`config.mk`:
```
export PLATFORM = sky130hd
export DESIGN_NAME = dram_host_ctl
export DESIGN_NICKNAME = d
export VERILOG_FILES = /design/src/hw/dram_host_pkg.sv /design/src/hw/flag_sync_if.sv /design/src/hw/flag_sync.sv /design/src/hw/dram_host_ctl.sv
export VERILOG_INCLUDE_DIRS = /design/src /design/src/hw
export SDC_FILE = /design/constraint.sdc
export NUM_CORES = 1
export LEC_CHECK = 0
export BUFFER_PORTS_ARGS = -buffer_cell sky130_fd_sc_hd__buf_2
export CAP_MARGIN = 40
export CORE_AREA = 2 2 168 170
export DETAILED_ROUTE_END_ITERATION = 8
export DIE_AREA = 0 0 170 172
export GPL_TIMING_DRIVEN = 0
export REMOVE_ABC_BUFFERS = 1
export SETUP_SLACK_MARGIN = 0.3
export SLEW_MARGIN = 40
export SYNTH_ARGS = -nofsm -noshare
export SYNTH_HDL_FRONTEND = slang
export SYNTH_SLANG_ARGS = --single-unit
```
`constraint.sdc`:
```
create_clock -name clk -period 2.7 [get_ports clk]
set_input_delay 0.27 -clock clk [delete_from_list [all_inputs] [get_ports clk]]
set_output_delay 0.27 -clock clk [all_outputs]
set_load 0.05 [all_outputs]
```
`src/hw/dram_host_defs.svh`:
```
`ifndef DRAM_HOST_DEFS_SVH
`define DRAM_HOST_DEFS_SVH

// ----------------------------------------
// register map (byte addresses)
// ----------------------------------------
`define REG_CTRL 4'h0
`define REG_ADDR 4'h4
`define REG_CMD 4'h8
`define REG_STAT 4'hC

`define CTRL_SEL 0
`define CTRL_EOC_LO 1
`define ADDR_ROW_LO 0
`define ADDR_COL_LO 9
`define ADDR_BANK_LO 18
`define CMD_OP_LO 0
`define CMD_CNT_LO 16
`define STAT_BUSY 0
`define STAT_EOC 1
`define STAT_FLAG 2
`define STAT_ERR 3
`define STAT_ROWS_LO 16

`define RESP_OKAY 2'h0
`define RESP_SLVERR 2'h2

// ----------------------------------------
// device mode codes
// ----------------------------------------
`define MODE_ACCESS 3'h4
`define MODE_REFRESH 3'h0
`define MODE_SET_EOC 3'h7

// ----------------------------------------
// timing
// ----------------------------------------
`define CLK_NS 25
`define LEAD_NS 10
`define SEL_NS 50
`define LEAD_CYC ((`LEAD_NS + `CLK_NS - 1) / `CLK_NS)
`define SEL_CYC ((`SEL_NS + `CLK_NS - 1) / `CLK_NS)

`endif

```
`src/hw/dram_host_pkg.sv`:
```
package dram_host_pkg;

  typedef enum logic [3:0] {
    ST_IDLE = 4'h0,
    ST_ADR = 4'h1,
    ST_LAT = 4'h2,
    ST_RAS = 4'h3,
    ST_COL = 4'h4,
    ST_CAS = 4'h5,
    ST_END = 4'h6,
    ST_RF_LEAD = 4'h7,
    ST_RF_LO = 4'h8,
    ST_RF_HI = 4'h9,
    ST_RF_EXIT = 4'hA,
    ST_CLR = 4'hB,
    ST_EOC = 4'hC,
    ST_EOC_LAT = 4'hD
  } state_t;

  typedef enum logic [2:0] {
    OP_READ = 3'h0,
    OP_WRITE = 3'h1,
    OP_RMW = 3'h2,
    OP_REFRESH = 3'h3,
    OP_CLEAR = 3'h4,
    OP_SET_EOC = 3'h5
  } op_t;

endpackage

```
`src/hw/flag_sync_if.sv`:
```
`timescale 1ns/100ps
interface flag_sync_if;
  logic level;
  logic fell;
  modport src (output level, output fell);
  modport dst (input level, input fell);
endinterface

```
`src/hw/flag_sync.sv`:
```
`timescale 1ns/100ps
module flag_sync (
  // clock and reset
  input wire logic clk,
  input wire logic resetn,
  // raw pin level
  input wire logic pin_i,
  // filtered level and falling event
  flag_sync_if.src sif
);
  logic ff1, ff2, ff3;

  always_ff @(posedge clk or negedge resetn) begin
    if (!resetn) begin
      ff1 <= 1'b1;
      ff2 <= 1'b1;
      ff3 <= 1'b1;
    end else begin
      ff1 <= pin_i;
      ff2 <= ff1;
      ff3 <= ff2;
    end
  end

  // level moves only once the two later stages agree
  always_ff @(posedge clk or negedge resetn) begin
    if (!resetn) begin
      sif.level <= 1'b1;
      sif.fell <= 1'b0;
    end else begin
      sif.fell <= 1'b0;
      if (ff2 == ff3) begin
        sif.level <= ff3;
        sif.fell <= sif.level && !ff3;
      end
    end
  end
endmodule

```
`src/hw/dram_host_ctl.sv`:
```
`timescale 1ns/100ps
`include "dram_host_defs.svh"
module dram_host_ctl import dram_host_pkg::*; #(
  parameter int unsigned HOLD_CYC = 2
) (
  // clock and reset
  input wire logic clk,
  input wire logic resetn,
  // axi4-lite slave
  input wire logic [3:0] awaddr,
  input wire logic awvalid,
  output logic awready,
  input wire logic [31:0] wdata,
  input wire logic [3:0] wstrb,
  input wire logic wvalid,
  output logic wready,
  output logic [1:0] bresp,
  output logic bvalid,
  input wire logic bready,
  input wire logic [3:0] araddr,
  input wire logic arvalid,
  output logic arready,
  output logic [31:0] rdata,
  output logic [1:0] rresp,
  output logic rvalid,
  input wire logic rready,
  // device address and control pins
  output logic [8:0] row_addr_in,
  output logic [8:0] col_addr_in,
  output logic bank_sel_lo,
  output logic bank_sel_hi,
  output logic addr_latch_strobe,
  output logic row_strobe_in,
  output logic col_strobe_in,
  output logic row_col_sel,
  output logic host_write_in,
  output logic mode_sel_2,
  output logic mode_sel_1,
  output logic mode_sel_0,
  output logic dev_select_n,
  // refresh flag pin, open drain
  input wire logic refresh_flag_pin_i,
  output logic refresh_flag_pin_o,
  output logic refresh_flag_pin_oe
);
  state_t state;
  op_t op;
  logic [7:0] cnt;
  logic [8:0] remain, rows_done;
  logic aw_got, w_got, wr_fire;
  logic [3:0] aw_addr;
  logic [31:0] w_data;
  logic [3:0] w_strb;
  logic ctrl_sel;
  logic [1:0] eoc_sel;
  logic [19:0] addr_reg;
  logic [7:0] sel_cnt;
  logic cmd_go, busy, eoc_flag, err_flag;
  logic [2:0] cmd_op;
  logic [8:0] cmd_cnt;
  logic [31:0] next_word;

  flag_sync_if fsi ();
  flag_sync u_sync (
    .clk(clk),
    .resetn(resetn),
    .pin_i(refresh_flag_pin_i),
    .sif(fsi)
  );

  // ----------------------------------------
  // axi write channel
  // ----------------------------------------
  assign awready = !aw_got && !bvalid;
  assign wready = !w_got && !bvalid;
  assign wr_fire = aw_got && w_got && !bvalid;
  assign busy = (state != ST_IDLE) || cmd_go;
  assign refresh_flag_pin_o = 1'b0;

  function automatic logic [31:0] merge(input logic [31:0] old_w,
      input logic [31:0] new_w, input logic [3:0] strb);
    logic [31:0] r;
    r = old_w;
    for (int i = 0; i < 4; i++) begin
      if (strb[i]) begin
        r[i*8 +: 8] = new_w[i*8 +: 8];
      end
    end
    return r;
  endfunction

  always_comb begin
    next_word = merge(32'h0000_0000, w_data, w_strb);
  end

  always_ff @(posedge clk or negedge resetn) begin
    if (!resetn) begin
      aw_got <= 1'b0;
      w_got <= 1'b0;
      aw_addr <= 4'h0;
      w_data <= 32'h0000_0000;
      w_strb <= 4'h0;
      bvalid <= 1'b0;
      bresp <= `RESP_OKAY;
    end else begin
      if (awvalid && awready) begin
        aw_got <= 1'b1;
        aw_addr <= awaddr;
      end
      if (wvalid && wready) begin
        w_got <= 1'b1;
        w_data <= wdata;
        w_strb <= wstrb;
      end
      if (wr_fire) begin
        aw_got <= 1'b0;
        w_got <= 1'b0;
        bvalid <= 1'b1;
        bresp <= (aw_addr[1:0] != 2'h0) ? `RESP_SLVERR : `RESP_OKAY;
      end else if (bvalid && bready) begin
        bvalid <= 1'b0;
      end
    end
  end

  // ----------------------------------------
  // control registers and command issue
  // ----------------------------------------
  always_ff @(posedge clk or negedge resetn) begin
    if (!resetn) begin
      ctrl_sel <= 1'b0;
      eoc_sel <= 2'h0;
      addr_reg <= 20'h0_0000;
      cmd_go <= 1'b0;
      cmd_op <= 3'h0;
      cmd_cnt <= 9'h000;
      sel_cnt <= 8'h00;
    end else begin
      cmd_go <= 1'b0;
      if (sel_cnt != 8'h00) begin
        sel_cnt <= sel_cnt - 8'h01;
      end
      if (wr_fire && aw_addr == `REG_CTRL && w_strb[0]) begin
        ctrl_sel <= w_data[`CTRL_SEL];
        eoc_sel <= w_data[`CTRL_EOC_LO +: 2];
        // outputs come back only some time after reselect
        if (w_data[`CTRL_SEL] && !ctrl_sel) begin
          sel_cnt <= 8'(`SEL_CYC);
        end
      end
      if (wr_fire && aw_addr == `REG_ADDR) begin
        addr_reg <= 20'(merge({12'h000, addr_reg}, w_data, w_strb));
      end
      if (wr_fire && aw_addr == `REG_CMD && !busy && sel_cnt == 8'h00) begin
        cmd_go <= 1'b1;
        cmd_op <= next_word[`CMD_OP_LO +: 3];
        cmd_cnt <= next_word[`CMD_CNT_LO +: 9];
      end
    end
  end

  // ----------------------------------------
  // status flags
  // ----------------------------------------
  // hardware set wins over a same-cycle software clear
  always_ff @(posedge clk or negedge resetn) begin
    if (!resetn) begin
      eoc_flag <= 1'b0;
      err_flag <= 1'b0;
    end else begin
      if (wr_fire && aw_addr == `REG_STAT) begin
        if (next_word[`STAT_EOC]) eoc_flag <= 1'b0;
        if (next_word[`STAT_ERR]) err_flag <= 1'b0;
      end
      if (fsi.fell && (state == ST_RF_LO || state == ST_RF_HI)) begin
        eoc_flag <= 1'b1;
      end
      if (wr_fire && aw_addr == `REG_CMD && (busy || sel_cnt != 8'h00)) begin
        err_flag <= 1'b1;
      end
    end
  end

  // ----------------------------------------
  // axi read channel
  // ----------------------------------------
  assign arready = !rvalid;

  always_ff @(posedge clk or negedge resetn) begin
    if (!resetn) begin
      rvalid <= 1'b0;
      rdata <= 32'h0000_0000;
      rresp <= `RESP_OKAY;
    end else if (arvalid && arready) begin
      rvalid <= 1'b1;
      rresp <= `RESP_OKAY;
      case (araddr)
        `REG_CTRL: rdata <= {29'h0, eoc_sel, ctrl_sel};
        `REG_ADDR: rdata <= {12'h000, addr_reg};
        `REG_CMD: rdata <= {7'h00, cmd_cnt, 13'h0000, cmd_op};
        `REG_STAT: rdata <= {7'h00, rows_done, 12'h000, err_flag,
                             fsi.level, eoc_flag, busy};
        default: begin
          rdata <= 32'h0000_0000;
          rresp <= `RESP_SLVERR;
        end
      endcase
    end else if (rvalid && rready) begin
      rvalid <= 1'b0;
    end
  end

  // ----------------------------------------
  // pin sequencer
  // ----------------------------------------
  always_ff @(posedge clk or negedge resetn) begin
    if (!resetn) begin
      state <= ST_IDLE;
      op <= OP_READ;
      cnt <= 8'h00;
      remain <= 9'h000;
      rows_done <= 9'h000;
      row_addr_in <= 9'h000;
      col_addr_in <= 9'h000;
      {bank_sel_hi, bank_sel_lo} <= 2'h0;
      addr_latch_strobe <= 1'b0;
      row_strobe_in <= 1'b1;
      col_strobe_in <= 1'b1;
      row_col_sel <= 1'b1;
      host_write_in <= 1'b1;
      {mode_sel_2, mode_sel_1, mode_sel_0} <= `MODE_ACCESS;
      refresh_flag_pin_oe <= 1'b0;
      dev_select_n <= 1'b1;
    end else begin
      dev_select_n <= !ctrl_sel;
      if (cnt != 8'h00) begin
        cnt <= cnt - 8'h01;
      end
      case (state)
        ST_IDLE: begin
          if (cmd_go) begin
            op <= op_t'(cmd_op);
            cnt <= 8'(HOLD_CYC);
            case (cmd_op)
              OP_REFRESH: begin
                remain <= cmd_cnt;
                {mode_sel_2, mode_sel_1, mode_sel_0} <= `MODE_REFRESH;
                cnt <= 8'(`LEAD_CYC);
                state <= ST_RF_LEAD;
              end
              OP_CLEAR: begin
                refresh_flag_pin_oe <= 1'b1;
                rows_done <= 9'h000;
                state <= ST_CLR;
              end
              OP_SET_EOC: begin
                {mode_sel_2, mode_sel_1, mode_sel_0} <= `MODE_SET_EOC;
                {bank_sel_hi, bank_sel_lo} <= eoc_sel;
                addr_latch_strobe <= 1'b1;
                state <= ST_EOC;
              end
              OP_READ, OP_WRITE, OP_RMW: begin
                row_addr_in <= addr_reg[`ADDR_ROW_LO +: 9];
                col_addr_in <= addr_reg[`ADDR_COL_LO +: 9];
                {bank_sel_hi, bank_sel_lo} <= addr_reg[`ADDR_BANK_LO +: 2];
                addr_latch_strobe <= 1'b1;
                state <= ST_ADR;
              end
              default: begin
                state <= ST_IDLE;
              end
            endcase
          end
        end
        ST_ADR: if (cnt == 8'h00) begin
          addr_latch_strobe <= 1'b0;
          cnt <= 8'(HOLD_CYC);
          state <= ST_LAT;
        end
        ST_LAT: if (cnt == 8'h00) begin
          row_strobe_in <= 1'b0;
          cnt <= 8'(HOLD_CYC);
          state <= ST_RAS;
        end
        ST_RAS: if (cnt == 8'h00) begin
          row_col_sel <= 1'b0;
          host_write_in <= (op != OP_WRITE);
          cnt <= 8'(HOLD_CYC);
          state <= ST_COL;
        end
        ST_COL: if (cnt == 8'h00) begin
          col_strobe_in <= 1'b0;
          cnt <= 8'(HOLD_CYC);
          state <= ST_CAS;
        end
        ST_CAS: if (cnt == 8'h00) begin
          if (op == OP_RMW && host_write_in) begin
            host_write_in <= 1'b0;
            cnt <= 8'(HOLD_CYC);
          end else begin
            row_strobe_in <= 1'b1;
            col_strobe_in <= 1'b1;
            row_col_sel <= 1'b1;
            host_write_in <= 1'b1;
            cnt <= 8'(HOLD_CYC);
            state <= ST_END;
          end
        end
        ST_END: if (cnt == 8'h00) begin
          state <= ST_IDLE;
        end
        ST_RF_LEAD: if (cnt == 8'h00) begin
          row_strobe_in <= 1'b0;
          cnt <= 8'(HOLD_CYC);
          state <= ST_RF_LO;
        end
        ST_RF_LO: if (cnt == 8'h00) begin
          row_strobe_in <= 1'b1;
          rows_done <= rows_done + 9'h001;
          cnt <= 8'(HOLD_CYC);
          state <= ST_RF_HI;
        end
        ST_RF_HI: if (cnt == 8'h00) begin
          if (remain == 9'h000) begin
            {mode_sel_2, mode_sel_1, mode_sel_0} <= `MODE_ACCESS;
            state <= ST_RF_EXIT;
          end else begin
            remain <= remain - 9'h001;
            row_strobe_in <= 1'b0;
            cnt <= 8'(HOLD_CYC);
            state <= ST_RF_LO;
          end
        end
        ST_RF_EXIT: begin
          state <= ST_IDLE;
        end
        ST_CLR: if (cnt == 8'h00) begin
          refresh_flag_pin_oe <= 1'b0;
          state <= ST_IDLE;
        end
        ST_EOC: if (cnt == 8'h00) begin
          addr_latch_strobe <= 1'b0;
          cnt <= 8'(HOLD_CYC);
          state <= ST_EOC_LAT;
        end
        ST_EOC_LAT: if (cnt == 8'h00) begin
          {mode_sel_2, mode_sel_1, mode_sel_0} <= `MODE_ACCESS;
          state <= ST_IDLE;
        end
        default: begin
          state <= ST_IDLE;
        end
      endcase
    end
  end
endmodule

```
* Word level (Yosys, flattened, before mapping)
Cells that the tools add are included.
** Operators by class
- Add/subtract/negate cells :: 4
- $mul :: 0
- Divide/modulo/power cells :: 0
- Magnitude comparators :: 0
- Equality and inequality tests :: 48
- Shift operators :: 0
- Multiplexer cells :: 85
- Bitwise logic cells :: 0
- Reductions and logical operators :: 84
** Operators with widths (number)
- $pmux 25 s4 :: 1
- $mux 8 :: 9
- $mux 9 :: 7
- $mux 4 :: 13
- $pmux 4 s11 :: 1
- $eq 4x4->1 const B :: 9
- $pmux 9 s2 :: 2
- $mux 1 :: 35
- $reduce_bool 2->1 :: 16
- $ne 2x2->1 const B :: 13
- $eq 4x3->1 const B :: 6
- $pmux 8 s3 :: 1
- $logic_and 1x1->1 :: 21
- $reduce_and 4->1 :: 5
- $logic_not 8->1 :: 2
- $ne 2x1->1 const B :: 8
- $pmux 1 s2 :: 8
- $pmux 4 s4 :: 1
- $reduce_bool 8->1 :: 2
- $sub 8x1->8 const B :: 2
- $logic_not 4->1 :: 3
- $reduce_and 12->1 :: 1
- $reduce_and 2->1 :: 6
- $add 9x1->9 const B :: 1
- other kinds (25) :: 48
** Storage, ports and cells
- Register bits :: 186
- Bits in latches :: 0
- Memory bits (writable) :: 0
- Memory bits (read-only) :: 0
- Input port bits :: 52
- Output and inout port bits :: 72
- Logic and storage cells :: 265
- Memories :: 0

* Depth between registers and ports, before layout
- Word-level depth :: 6
- Mapped depth :: 8
- Depth with buffers taken out :: 8

* Modules after synthesis
Synthesis repeated with hierarchy kept, for this count alone.
** Unflattened totals
- Cells, all modules :: 699
- Area total of the unflattened synthesis :: 8010.2 um^2
** By module, submodules not included
- dram_host_ctl :: instances 1, cells an instance 692, area each 7861.3 um^2
- flag_sync :: instances 1, cells an instance 7, area each 148.9 um^2

* Least setup slack after synthesis
No wires, ideal clock.
- Kind :: register to register
- Start :: register cnt[0]
- End :: register mode_sel_0
- Library setup time :: 125 ps
- Arrival time :: 2123 ps
- Slack :: 453 ps
- Stages on the path, launching flop included :: 9
- Period minus slack after synthesis :: 2247 ps
- Cells stage by stage :: dfrtp_1 inv_1 ha_1 or3b_2 nor2_1 inv_2 o22ai_1 o21a_1 mux2_2
** On the way
- Cells in the longest elaborated chain, start to end :: 3
- Elaborated cells between the ends (all ways) :: 4
** RTL lines
- from (decl) :: line dram_host_ctl.sv:48 : logic [7:0] cnt;
- from (signal assigned) :: line dram_host_ctl.sv:237 : cnt <= cnt - 8'h01;
- from (signal assigned) :: line dram_host_ctl.sv:243 : cnt <= 8'(HOLD_CYC);
- from (signal assigned) :: line dram_host_ctl.sv:248 : cnt <= 8'(`LEAD_CYC);
- $logic_not 8->1 * :: line dram_host_ctl.sv:323, dram_host_ctl.sv:346
- $ne 2x2->1 (no line) or $ne 2x1->1 (tied branches)
- $reduce_and 6->1 (no line) *
- to (signal assigned) :: line dram_host_ctl.sv:257 : {mode_sel_2, mode_sel_1, mode_sel_0} <= `MODE_SET_EOC;
- to (signal assigned) :: line dram_host_ctl.sv:325 : {mode_sel_2, mode_sel_1, mode_sel_0} <= `MODE_ACCESS;
- to (signal assigned) :: line dram_host_ctl.sv:347 : {mode_sel_2, mode_sel_1, mode_sel_0} <= `MODE_ACCESS;
- to (decl) :: line dram_host_ctl.sv:39 : output logic mode_sel_0,
Every way passes the cells marked *; elsewhere a longest branch is shown, timed or not.
A chain may end at the register's enable or synchronous reset.

* Worst setup path after layout
- Start :: register state[1]
- End :: register rows_done[5]
** On the way
- Cells in the longest elaborated chain, start to end :: 3
- Elaborated cells between the ends (all ways) :: 8
** RTL lines
- from (decl) :: line dram_host_ctl.sv:46 : state_t state;
- from (signal assigned) :: line dram_host_ctl.sv:218 : state <= ST_IDLE;
- from (signal assigned) :: line dram_host_ctl.sv:249 : state <= ST_RF_LEAD;
- from (signal assigned) :: line dram_host_ctl.sv:254 : state <= ST_CLR;
- $eq 4x4->1 or $logic_not 4->1 (tied branches) :: line dram_host_ctl.sv:239 : case (state)
- $ne 2x1->1 (no line), or another cell as far along
- $reduce_and 4->1 (no line)
- to (signal assigned) :: line dram_host_ctl.sv:319 : rows_done <= rows_done + 9'h001;
- to (decl) :: line dram_host_ctl.sv:49 : logic [8:0] remain, rows_done;
Several ways; a longest one is shown, not always the timed one.

==> metrics.md <==
| Metric | Value |
|---|---|
| Crit path to | rows_done[5]$_DFFE_PN0P_ |
| Static Leakage | 4.57 nW |
| Layout Nets | 875 |
| Clock Skew | 0.0151 ns |
| PortBufs | 106 |
| Largest family of logic cells by synthesized area | multiplexers |
| Worst Path Class, Setup | reg -> reg |
| Vias | 5846 |
| FF-to-FF Start | state[1]$_DFFE_PN0P_ |
| Post-synthesis mux area share | 13.8% |
| Die Area | 29200 sq um |
| Reg-to-reg endpoint | rows_done[5]$_DFFE_PN0P_ |
| Overall power | 8.99 mW |
| Placeable Area | 27500 sq um |
| Total GRT Usage | 14.1% |
| Post-DRT Antenna Nets | 0 |
| Post-synthesis sequential area ratio | 54.7% |
| Die width | 170 microns |
| Clock tree buffer depth | 2 |
| Num CTS Buffers | 17 |
| GRT overflow | 0 |
| Fin crit period | 2.34 ns |
| Mean Syn Cell Area | 11.4 sq um |
| Slew @ Worst Pin | 0.772 ns |
| Synthesized netlist cell count | 711 |
| Synth top area cells | dfrtp_1 51%, mux2_2 11%, dfstp_2 3.2% |
| Vias in the first global route | 5767 |
| Clock-pin slew on the worst setup and hold paths | 0.07 ns |
| CTS root buf | clkbuf_16 |
| Post-synthesis cell type count | 73 |
| Post-synth top area share | 51.5% |
| Most frequent cell after synthesis | dfrtp_1 |
| Clk Latency, worst-skew pair | 0.43 ns |
| Detailed Place HPWL | 14.0 mm |
| Reg2reg path depth | 5 |
| Pwr dens | 922 nW/um^2 |
| IO Pins | 124 |
| Max Cap Viol | 0 |
| Share of layout cells above drive strength 1 | 32.1% |
| Post-Synth Simple-Gate Area | 13.0% |
| Drt total wl | 19.8 mm |
| Max VDD drop | 0.449 mV |
| Async SR Flop Fraction | 100% |
| Dpl cells | 1136 |
| EDFF count, synth | 0 |
| Hold WC Path Type | in -> reg |
| CTS tree | yes |
| First-pass GRT wire length | 32.3 mm |
| Die Span Y | 172 microns |
| Routed length per instance | 16.8 microns |
| Main synth FF type | dfrtp_1 |
| TritonRoute pass-1 iters | 5 |
| CTS Sinks | 177 |
| FMAX | 427 MHz |
| Final cell count without fillers | 1178 |
| CP Capture Type | flop |
| Vias per std cell | 4.96 |
| Endpoints failing setup | 0 |
| Cell taking the most area after synthesis | dfrtp_1 |
| DRC violations left | 0 |
| Fillcell total | 2719 |
| Status | complete, no violations |
| Post-synth top cells | 167 x dfrtp_1, 76 x mux2_2, 60 x nand2_1 |
| Final slew viol count | 0 |
| Number of DRC markers in iteration 0 | 411 |
| FF-to-FF setup slack | 0.36 ns |
| Synth-to-layout area growth | 20.2% |
| H-tree depth | 4 |
| Initial core utilization | 29.5% |
| Startpoint types | flop |
| CP startpoint | state[1]$_DFFE_PN0P_ |
| CP arrival | 2.70 ns |
| Slew HR | 48.4% |
| FP Rows | 61 |
| Final Hold Fails | 0 |
| Mapped Area | 8120 sq um |
| Critical Path RT | 3.06 ns |
| Antenna violations before repair | 6 |
| Largest net degree at the start of global routing | 72 |
| Yosys warns | 0 |
| RD Place Congestion | 0.815 |
| Adder-Cell Fraction of Synth Area | 1.20% |
| RSZ-0062 raised after global routing | true |
| Final Cycle Share | 86.7% |
| CP max FO | 25 |
| Synth Area in Compound Gates | 11.2% |
| Seq cells post-synth | 177 |
| Xor-xnor portion of the synthesized cell area | 1.83% |
-- final cells by class --
type | count | area (sq um) | area share (%)
Clock buffer | 17 | 425 | 4.36
Antenna cell | 3 | 7.51 | 0.0770
Inverter | 30 | 113 | 1.15
Timing Repair Buffer | 121 | 701 | 7.18
Multi-Input combinational cell | 469 | 3460 | 35.5
Sequential cell | 177 | 4450 | 45.6
Clock inverter | 15 | 166 | 1.71
Tap cell | 346 | 433 | 4.44
-- report_power, final --
group | switching [mW] | internal, mW
clock | 1.21 | 1.24
sequential | 0.720 | 3.32
combinational | 1.38 | 1.12
total | 3.30 | 5.69
-- cell usage in the layout, fill, tap and decap left out, types with 4 or more instances in the layout --
cell type	synthesis	routed
mux2_2	76	76
dfrtp_1	167	163
xnor2_1	9	9
mux2i_1	20	20
o31ai_1	5	5
a21oi_1	26	26
a22oi_1	6	6
nor4_1	4	4
nand3_1	11	11
nor2b_1	6	6
nor3_1	8	7
nor2_1	49	46
inv_1	29	29
and3_1	5	5
o21ai_0	36	36
nor3b_1	9	7
ha_1	7	7
dfstp_2	10	10
clkbuf_16	0	17
nand2_1	60	58
conb_1	1	10
inv_8	0	4
a22o_1	16	16
a31oi_1	5	5
and4_1	4	4
clkinv_8	0	4
nand4_1	7	7
buf_4	11	10
xor2_1	8	8
and2_1	6	4
or4_1	6	6
buf_2	1	105
o211ai_1	9	9
-- logic make-up after synthesis --
kind of cell               count (synthesis)
xor gates and xnor gates                  17
buffers and inverters                     74
DFF                                      177
muxes                                     99
other                                      1
AOI/OAI and AO/OA                        136
and+or+nand+nor                          199
adders and majority gates                  8
-- layer usage --
| layer | GRT usage (%) | part of all wire (%) | vias to the layer above |
|---|---|---|---|
| li1 | - | - | 2756 |
| met2 | 22.4 | 47 | 161 |
| met1 | 18.5 | 45 | 2895 |
| met3 | 4.94 | 7.0 | 28 |
| met4 | 3.23 | 0.92 | 6 |
| met5 | 0 | 0.14 | - |
-- through the flow --
step	worst slack, ns	hold WS, ns	utilization [%]	cell area, sq um	TNS [ns]
floorplan	-0.696	-0.0256	-	7920	-20.82
global placement	-2.35	0.349	32.3	8880	-357.43
detailed placement	-0.205	0.173	32.9	9030	-3.74
CTS	0.321	0.0188	35.3	9710	0
global route	0.228	0.0251	35.5	9750	0
finish	0.359	0.0362	35.5	9760	0
-- critical path, cell delays in order (launching register included) --
cell,delay [ns]
dfrtp_4,0.60
or4b_1,0.67
nor3_4,0.28
o21ai_1,0.15
or4_1,0.41
a21oi_1,0.14
-- how the worst min path moves through the flow --
stage | slack [ns] | cells after the start | endpoint | startpoint
after floorplan | -0.03 | 0 | addr_latch_strobe$_DFFE_PN0P_ | resetn
after global placement | 0.35 | 0 | u_sync.ff2$_DFF_PN1_ | u_sync.ff1$_DFF_PN1_
after detailed placement | 0.17 | 1 | state[0]$_DFFE_PN0P_ | resetn
after CTS | 0.02 | 2 | rvalid$_DFFE_PN0P_ | rready
after global routing | 0.03 | 2 | rvalid$_DFFE_PN0P_ | rready
final | 0.04 | 2 | rvalid$_DFFE_PN0P_ | rready
-- repair_timing --
action | 4_1_cts | 5_1_grt
gates resized for setup | 11 | 9
buffers inserted | 3 | 1
pin swaps | 2 | 2
setup endpoints to repair | 73 | 39
gates cloned | 0 | 0
hold buffers | 3 | 0
endpoints found under the hold margin | 40 | 0
No activity file was read; power rests on OpenSTA's default activity.
